### config.mk
export PLATFORM = sky130hd
export DESIGN_NAME = tsf_slot_control
export DESIGN_NICKNAME = d
export VERILOG_FILES = /design/src/logic/tsf_pkg.sv /design/src/logic/tsf_fifo.sv /design/src/logic/tsf_slot_control.sv
export VERILOG_INCLUDE_DIRS = /design/src /design/src/logic
export SDC_FILE = /design/constraint.sdc
export NUM_CORES = 1
export LEC_CHECK = 0
export ABC_AREA = 0
export BUFFER_PORTS_ARGS = -buffer_cell sky130_fd_sc_hd__clkbuf_2
export CELL_PAD_IN_SITES_DETAIL_PLACEMENT = 1
export CELL_PAD_IN_SITES_GLOBAL_PLACEMENT = 2
export CORE_UTILIZATION = 29
export CTS_CLUSTER_SIZE = 30
export DETAILED_ROUTE_END_ITERATION = 10
export PLACE_DENSITY_LB_ADDON = 0.1
export SYNTH_ARGS = -nofsm -noshare
export SYNTH_HDL_FRONTEND = slang
export SYNTH_SLANG_ARGS = --single-unit
### constraint.sdc
create_clock -name clk -period 10.8 [get_ports clk]
set_input_delay 0.54 -clock clk [delete_from_list [all_inputs] [get_ports clk]]
set_output_delay 0.54 -clock clk [all_outputs]
set_load 0.02 [all_outputs]
### src/logic/tsf_defines.svh
// Register map, field positions and format codes of the slot control block
`ifndef TSF_DEFINES_SVH
`define TSF_DEFINES_SVH

`define TSF_CTRL_ADDR 8'h11
`define TSF_CTRL_RESET 16'h0000
`define TSF_FIRST_EN_BIT 0
`define TSF_FIRST_FMT_HI 4
`define TSF_FIRST_FMT_LO 2
`define TSF_SECOND_EN_BIT 5
`define TSF_SECOND_FMT_HI 8
`define TSF_SECOND_FMT_LO 6

`define TSF_FMT_NONE 3'h0
`define TSF_FMT_SUM16 3'h1
`define TSF_FMT_SUM32 3'h2
`define TSF_FMT_CHAN16 3'h4
`define TSF_FMT_CHAN32 3'h6

`define TSF_WORDS_SUM16 4'h1
`define TSF_WORDS_SUM32 4'h2
`define TSF_WORDS_CHAN16 4'h4
`define TSF_WORDS_CHAN32 4'h8

`endif

### src/logic/tsf_pkg.sv
// Types shared by the slot control block
package tsf_pkg;
  typedef enum logic {TSF_IDLE, TSF_EMIT} tsf_state_t;
  typedef enum logic {TSF_SLOT_FIRST, TSF_SLOT_SECOND} tsf_slot_t;
endpackage : tsf_pkg

### src/logic/tsf_fifo.sv
// Parameterised synchronous FIFO with valid/ready on both sides
`timescale 1ns/1ps
`default_nettype none
module tsf_fifo #(
  parameter int WIDTH = 16,
  parameter int DEPTH = 8
) (
  input wire logic clk,
  input wire logic reset,
  input wire logic inValid,
  output logic inReady,
  input wire logic [WIDTH-1:0] inData,
  output logic outValid,
  input wire logic outReady,
  output logic [WIDTH-1:0] outData
);
  localparam int AW = $clog2(DEPTH);

  // Pointers wrap freely, so only power-of-two depths keep them in step
  if (DEPTH < 2 || (1 << AW) != DEPTH || WIDTH < 1) begin : paramCheck
    $error("tsf_fifo: DEPTH must be a power of two >= 2");
  end

  logic [WIDTH-1:0] mem [DEPTH];
  logic [AW-1:0] wrPtr_q, wrPtr_d, rdPtr_q, rdPtr_d;
  logic [AW:0] count_q, count_d;
  logic push, pop;

  assign inReady = (count_q != DEPTH[AW:0]);
  assign outValid = (count_q != '0);
  assign outData = mem[rdPtr_q];
  assign push = inValid && inReady;
  assign pop = outValid && outReady;

  always_comb begin
    wrPtr_d = wrPtr_q;
    rdPtr_d = rdPtr_q;
    count_d = count_q;
    if (push) begin
      wrPtr_d = wrPtr_q + 1'b1;
    end
    if (pop) begin
      rdPtr_d = rdPtr_q + 1'b1;
    end
    if (push && !pop) begin
      count_d = count_q + 1'b1;
    end else if (pop && !push) begin
      count_d = count_q - 1'b1;
    end
  end

  always_ff @(posedge clk) begin
    if (reset) begin
      wrPtr_q <= '0;
      rdPtr_q <= '0;
      count_q <= '0;
    end else begin
      wrPtr_q <= wrPtr_d;
      rdPtr_q <= rdPtr_d;
      count_q <= count_d;
    end
  end

  // Storage has no reset; only entries below count are ever presented
  always_ff @(posedge clk) begin
    if (push) begin
      mem[wrPtr_q] <= inData;
    end
  end
endmodule : tsf_fifo
`default_nettype wire

### src/logic/tsf_slot_control.sv
// Slot enable and FIFO output format control with result packing
//
// How it works
// - First slot runs only while control bit 0 is one.
// - Second slot runs only while control bit 5 is one.
// - Bits 4:2 pick first slot format; zero writes nothing; others reserved.
// - Code 1 writes 16-bit four-channel sum; code 2 writes it 32-bit.
// - Code 4 writes four 16-bit channel words; code 6 four 32-bit words.
// - Second slot results go to FIFO only while bit 5 is one, in its chosen nonzero, non-reserved format.
// - Bits 8:6 pick second slot format with the same code meanings.
`timescale 1ns/1ps
`default_nettype none
`include "tsf_defines.svh"
module tsf_slot_control #(
  parameter int FIFO_DEPTH = 8
) (
  input wire logic clk,
  input wire logic reset,
  input wire logic [7:0] regAddr,
  input wire logic regWrEn,
  input wire logic [15:0] regWrData,
  output logic [15:0] regRdData,
  input wire logic sampleTick,
  output logic firstSlotStart,
  output logic secondSlotStart,
  output logic first_slot_enable,
  output logic second_slot_enable,
  input wire logic resultValid,
  input wire tsf_pkg::tsf_slot_t resultSlot,
  input wire logic [31:0] chan0,
  input wire logic [31:0] chan1,
  input wire logic [31:0] chan2,
  input wire logic [31:0] chan3,
  output logic resultReady,
  output logic fifoOutValid,
  input wire logic fifoOutReady,
  output logic [15:0] fifoOutData
);
  import tsf_pkg::*;

  localparam int WORD_W = 16;

  // Below two entries the packer could never run ahead of the reader
  if (FIFO_DEPTH < 2) begin : depthCheck
    $error("tsf_slot_control: FIFO_DEPTH too small");
  end

  logic [15:0] ctrl_q, ctrl_d;
  logic [15:0] rdData_q, rdData_d;
  logic firstStart_q, firstStart_d, secondStart_q, secondStart_d;
  tsf_state_t state_q, state_d;
  logic [2:0] fmt_q, fmt_d;
  logic [3:0] wordIdx_q, wordIdx_d;
  logic [3:0] wordCnt_q, wordCnt_d;
  logic [31:0] ch_q [4];
  logic [31:0] ch_d [4];
  logic [31:0] sum_q, sum_d;

  logic [2:0] firstFmt, secondFmt, selFmt;
  logic selEnable;
  logic [3:0] selCount;
  logic [15:0] word;
  logic wordValid, wordReady;
  logic [31:0] chSel;

  assign first_slot_enable = ctrl_q[`TSF_FIRST_EN_BIT];
  assign second_slot_enable = ctrl_q[`TSF_SECOND_EN_BIT];
  assign firstFmt = ctrl_q[`TSF_FIRST_FMT_HI:`TSF_FIRST_FMT_LO];
  assign secondFmt = ctrl_q[`TSF_SECOND_FMT_HI:`TSF_SECOND_FMT_LO];
  assign regRdData = rdData_q;
  assign firstSlotStart = firstStart_q;
  assign secondSlotStart = secondStart_q;
  // Dropped results are taken at once, so only a packing burst stalls
  assign resultReady = (state_q == TSF_IDLE);

  // Format and enable of the slot whose result is offered
  always_comb begin
    if (resultSlot == TSF_SLOT_FIRST) begin
      selFmt = firstFmt;
      selEnable = first_slot_enable;
    end else begin
      // Host keeps averaging equal or first format zero here
      selFmt = secondFmt;
      selEnable = second_slot_enable;
    end
    case (selFmt)
      `TSF_FMT_SUM16: selCount = `TSF_WORDS_SUM16;
      `TSF_FMT_SUM32: selCount = `TSF_WORDS_SUM32;
      `TSF_FMT_CHAN16: selCount = `TSF_WORDS_CHAN16;
      `TSF_FMT_CHAN32: selCount = `TSF_WORDS_CHAN32;
      // Code zero and reserved codes write nothing
      default: selCount = 4'h0;
    endcase
  end

  // Word currently presented to the FIFO; 32-bit values go high half first
  always_comb begin
    chSel = ch_q[0];
    word = '0;
    case (fmt_q)
      `TSF_FMT_SUM16: word = sum_q[15:0];
      `TSF_FMT_SUM32: word = wordIdx_q[0] ? sum_q[15:0] : sum_q[31:16];
      `TSF_FMT_CHAN16: begin
        chSel = ch_q[wordIdx_q[1:0]];
        word = chSel[15:0];
      end
      `TSF_FMT_CHAN32: begin
        chSel = ch_q[wordIdx_q[2:1]];
        word = wordIdx_q[0] ? chSel[15:0] : chSel[31:16];
      end
      default: word = '0;
    endcase
  end

  assign wordValid = (state_q == TSF_EMIT);

  always_comb begin
    ctrl_d = ctrl_q;
    rdData_d = rdData_q;
    firstStart_d = 1'b0;
    secondStart_d = 1'b0;
    state_d = state_q;
    fmt_d = fmt_q;
    wordIdx_d = wordIdx_q;
    wordCnt_d = wordCnt_q;
    sum_d = sum_q;
    for (int i = 0; i < 4; i++) begin
      ch_d[i] = ch_q[i];
    end
    if (regWrEn && regAddr == `TSF_CTRL_ADDR) begin
      // Reserved bits are not stored and read back as zero
      ctrl_d = 16'h0000;
      ctrl_d[`TSF_FIRST_EN_BIT] = regWrData[`TSF_FIRST_EN_BIT];
      ctrl_d[`TSF_SECOND_EN_BIT] = regWrData[`TSF_SECOND_EN_BIT];
      ctrl_d[`TSF_FIRST_FMT_HI:`TSF_FIRST_FMT_LO] =
        regWrData[`TSF_FIRST_FMT_HI:`TSF_FIRST_FMT_LO];
      ctrl_d[`TSF_SECOND_FMT_HI:`TSF_SECOND_FMT_LO] =
        regWrData[`TSF_SECOND_FMT_HI:`TSF_SECOND_FMT_LO];
    end
    // Registered read: data for an address shows one cycle after it
    rdData_d = (regAddr == `TSF_CTRL_ADDR) ? ctrl_q : 16'h0000;
    // Starts follow the enable bits as they stand when the tick arrives
    if (sampleTick) begin
      firstStart_d = first_slot_enable;
      secondStart_d = second_slot_enable;
    end
    case (state_q)
      TSF_IDLE: begin
        if (resultValid && selEnable && selCount != 4'h0) begin
          state_d = TSF_EMIT;
          fmt_d = selFmt;
          wordCnt_d = selCount;
          wordIdx_d = 4'h0;
          ch_d[0] = chan0;
          ch_d[1] = chan1;
          ch_d[2] = chan2;
          ch_d[3] = chan3;
          // Sum wraps at 32 bits; the 16-bit form keeps the low half
          sum_d = chan0 + chan1 + chan2 + chan3;
        end
      end
      TSF_EMIT: begin
        if (wordReady) begin
          wordIdx_d = wordIdx_q + 4'h1;
          if (wordIdx_q + 4'h1 == wordCnt_q) begin
            state_d = TSF_IDLE;
          end
        end
      end
      default: state_d = TSF_IDLE;
    endcase
  end

  always_ff @(posedge clk) begin
    if (reset) begin
      ctrl_q <= `TSF_CTRL_RESET;
      rdData_q <= 16'h0000;
      firstStart_q <= 1'b0;
      secondStart_q <= 1'b0;
      state_q <= TSF_IDLE;
      fmt_q <= `TSF_FMT_NONE;
      wordIdx_q <= 4'h0;
      wordCnt_q <= 4'h0;
      sum_q <= 32'h0000_0000;
      for (int i = 0; i < 4; i++) begin
        ch_q[i] <= 32'h0000_0000;
      end
    end else begin
      ctrl_q <= ctrl_d;
      rdData_q <= rdData_d;
      firstStart_q <= firstStart_d;
      secondStart_q <= secondStart_d;
      state_q <= state_d;
      fmt_q <= fmt_d;
      wordIdx_q <= wordIdx_d;
      wordCnt_q <= wordCnt_d;
      sum_q <= sum_d;
      for (int i = 0; i < 4; i++) begin
        ch_q[i] <= ch_d[i];
      end
    end
  end

  // A full FIFO stalls the packer and so the result source
  tsf_fifo #(
    .WIDTH(WORD_W),
    .DEPTH(FIFO_DEPTH)
  ) tsf_fifo_inst (
    .clk(clk),
    .reset(reset),
    .inValid(wordValid),
    .inReady(wordReady),
    .inData(word),
    .outValid(fifoOutValid),
    .outReady(fifoOutReady),
    .outData(fifoOutData)
  );
endmodule : tsf_slot_control
`default_nettype wire

==> flow_summary.yaml <==
logic_synthesis:
  ys_seq_area_frac: 0.527
  ys.flop_type: "edfxtp_1"
  synth_area_per_cell_sq_um: 12.4
  ys.warnings.count: 0
  synth_edf_count: 256
  synth_seq_cells: 334
  ys_async_sr_fraction: 0
  synth_area_sq_um: 17600
  synth_cells: 1412
  ys_types: 67
power:
  power.density_nw_per_um2: 173
  sequentialPowerShare: 0.399
  p_clk_frac: 0.371
  leakage_uw: 0.00774
  worst_ir_drop_vdd_mv: 0.100
  p_switching_uw: 1080
  pwr-share-comb: 0.230
  switching_share: 0.303
  p_int_uw: 2480
drt:
  viasPerCell: 4.73
  ant_nets: 0
  vias: 11300
  routed_wirelength_um: 49800
  post-route-drc-count: 0
  post_drt_wl_per_cell_um: 20.8
  dr.pass1.iters: 6
  first_iter_violations: 423
sta:
  min_period_ns: 3.75
  rsz0062_at_grt: "no"
  tightestPinTransition_ns: 1.43
  finalHoldViolCount: 0
  slew-limit-headroom: 0.0379
  timing.setup.tns_ns: 0
  fmax_mhz: 267
  fin_skew_ns: 0.0264
  holdWs_ns: 0.213
  finalSetupViolCount: 0
  finalMaxSlewViolations: 0
  finalCritPeriodShare: 0.347
min_path:
  holdPathEnd: "ctrl_q[7]"
  hold_depth: 3
  hold_start: "regWrData[7]"
  hold_class: "in -> reg"
clock_network:
  postCtsResizedCells: 0
  cts_tree: "yes"
  cts-htree-levels: 2
  cts_root_buf: "clkbuf_16"
  worstSkewPairLatency_ns: 0.57
  cts_buffer_depth: 3
  path_clk_slew_ns: 0.06
  cts_hold_buf: 0
  cts.sinks: 334
  cts_setup_buffers: 0
  cts_buffers: 41
grt:
  grt_pass1_wl_um: 75200
  grt_usage: 0.165
  grt_overflow: 0
  antenna_found_initial: 0
  grt_pass1_vias: 12500
  grt_start_max_net_pins: 73
final_layout:
  fin_nets: 1847
  multi_input_area_sq_um: 7330
  antenna_cells: 0
  layout-drive-gt1-share: 0.231
  seqCellArea_sq_um: 9250
  area_growth_pct: 16.9
  nFillCells: 6453
  final_area_sq_um: 20500
setup_path:
  required_ns: 10.98
  timing.rr.start: "ctrl_q[6]"
  worst-path-max-fanout: 72
  rrSetupSlack_ns: 7.05
  arrival_ns: 3.93
  timing.critical_path.to_type: "register"
  start_kind: "register"
  path_class: "reg -> reg"
  reg2reg_to: "ch_q[2][28]"
  rr_worst_depth: 7
floorplanning:
  core_sq_um: 59400
  fp.dieH_um: 248
  die-area_sq_um: 61500
  rows: 89
  initial_core_util: 0.296
  die_w_um: 248
  pin_count: 197
place:
  gp_congestion: 0.769
  placed_cell_area_sq_um: 19300
  hpwl_um: 36200
  io_buffer_count: 180
job:
  maxCapViolations: 0
status:
  status: "finished, final reports clean"
[power by group through the flow]
stage	Sequential [uW]	Clock, uW	Combinational (uW)
detailed placement	1450	0	838
floorplan	1440	0	581
CTS	1420	1370	843
global route	1430	1410	921
finish	1420	1320	817
global placement	1450	0	835
[through the flow]
step / total power (uW) / util / setup slack, ns / std cells
6_report: 3560 / 0.346 / 7.05 / 2391
5_1_grt: 3750 / 0.346 / 6.77 / 2391
4_1_cts: 3630 / 0.346 / 6.95 / 2391
3_5_place_dp: 2290 / 0.324 / 6.47 / 2318
3_3_place_gp: 2280 / 0.324 / 6.51 / 2318
2_1_floorplan: 2020 / - / 6.16 / 1419
[Yosys cell counts (all sizes together) (11+ instances only)]
cell type / instances / area share
mux2: 20 / 0.013
clkbuf: 28 / 0.0060
a21oi: 79 / 0.023
nand3: 17 / 0.0048
a32o: 15 / 0.0086
nand2: 80 / 0.017
mux2i: 27 / 0.016
dfxtp: 78 / 0.089
xor2: 22 / 0.011
o21ai: 51 / 0.015
ha: 37 / 0.026
inv: 177 / 0.038
buf: 45 / 0.017
mux4: 80 / 0.10
fa: 63 / 0.072
nor3: 11 / 0.0034
edfxtp: 256 / 0.44
and2: 26 / 0.0093
xnor2: 17 / 0.0085
nor2: 177 / 0.038
[critical path, cell delays in order, from the launching register on]
cell,delay (ns)
dfxtp_1,0.33
mux2i_2,0.58
o21a_1,0.25
o21a_1,0.14
buf_4,0.34
nor2_4,0.19
inv_4,0.57
buf_4,0.82
[cell families after synthesis]
logic type	Yosys count	share of synthesized area
multiplexers	127	0.131
other	1	0.000214
XOR/XNOR	39	0.0195
AO/OA/AOI/OAI	203	0.0720
buffers and inverters	251	0.0612
flip-flops	334	0.527
AND/OR/NAND/NOR	357	0.0906
adder cells (fa/ha/maj)	100	0.0982
[area by class of cell]
class | instances | area share
clock buffers | 50 | 0.0527
clock inverters | 23 | 0.00902
inverters | 178 | 0.0327
multi-input cells | 834 | 0.357
flip-flops and latches | 334 | 0.451
well taps | 773 | 0.0471
repair buffers | 199 | 0.0508
[routing by layer]
| layer | wire [um] | part of all wire | GRT usage |
|---|---|---|---|
| met5 | 0 | 0 | 0 |
| met4 | 1260 | 0.025 | 0.0516 |
| met3 | 1510 | 0.030 | 0.0226 |
| met2 | 25100 | 0.50 | 0.290 |
| met1 | 22000 | 0.44 | 0.210 |
[worst max-delay path by stage]
stage                          start          end  slack [ns]  depth (start not counted)
after global placement    resultSlot  ch_q[0][28]        6.51                          8
after detailed placement  resultSlot  ch_q[3][28]        6.47                          8
final                      ctrl_q[6]  ch_q[2][28]        7.05                          7
after global routing       ctrl_q[6]  ch_q[1][26]        6.77                          7
after floorplan           resultSlot   ch_q[0][0]        6.16                          9
after CTS                  ctrl_q[6]  ch_q[0][21]        6.95                          7
[state kept, by name (all words and copies together), names as in the netlist, named ones only]
| register | count |
|---|---|
| tsf_fifo_inst.rdPtr_q | 3 |
| wordIdx_q | 4 |
| ctrl_q | 8 |
| state_q | 1 |
| fmt_q | 3 |
| wordCnt_q | 4 |
| ch_q | 128 |
| secondSlotStart | 1 |
| sum_q | 32 |
| tsf_fifo_inst.count_q | 4 |
| firstSlotStart | 1 |
| tsf_fifo_inst.wrPtr_q | 3 |
| regRdData | 8 |
| tsf_fifo_inst.mem | 128 |
[layout by cell type (no fill, tap or decap), types with 9 or more instances in the layout]
cell,n
nor2_1,173
inv_1,176
clkbuf_2,180
clkinv_2,10
a32o_1,15
a21oi_1,79
a211oi_1,9
mux2_2,18
dfxtp_1,75
xnor2_1,17
nand2_1,80
clkbuf_16,42
buf_4,19
ha_1,37
o21ai_0,48
clkinv_1,9
and2_1,26
nand3_1,17
mux4_2,80
edfxtp_1,256
fa_1,63
mux2i_1,26
xor2_1,22
(Power assumes the default switching activity.)
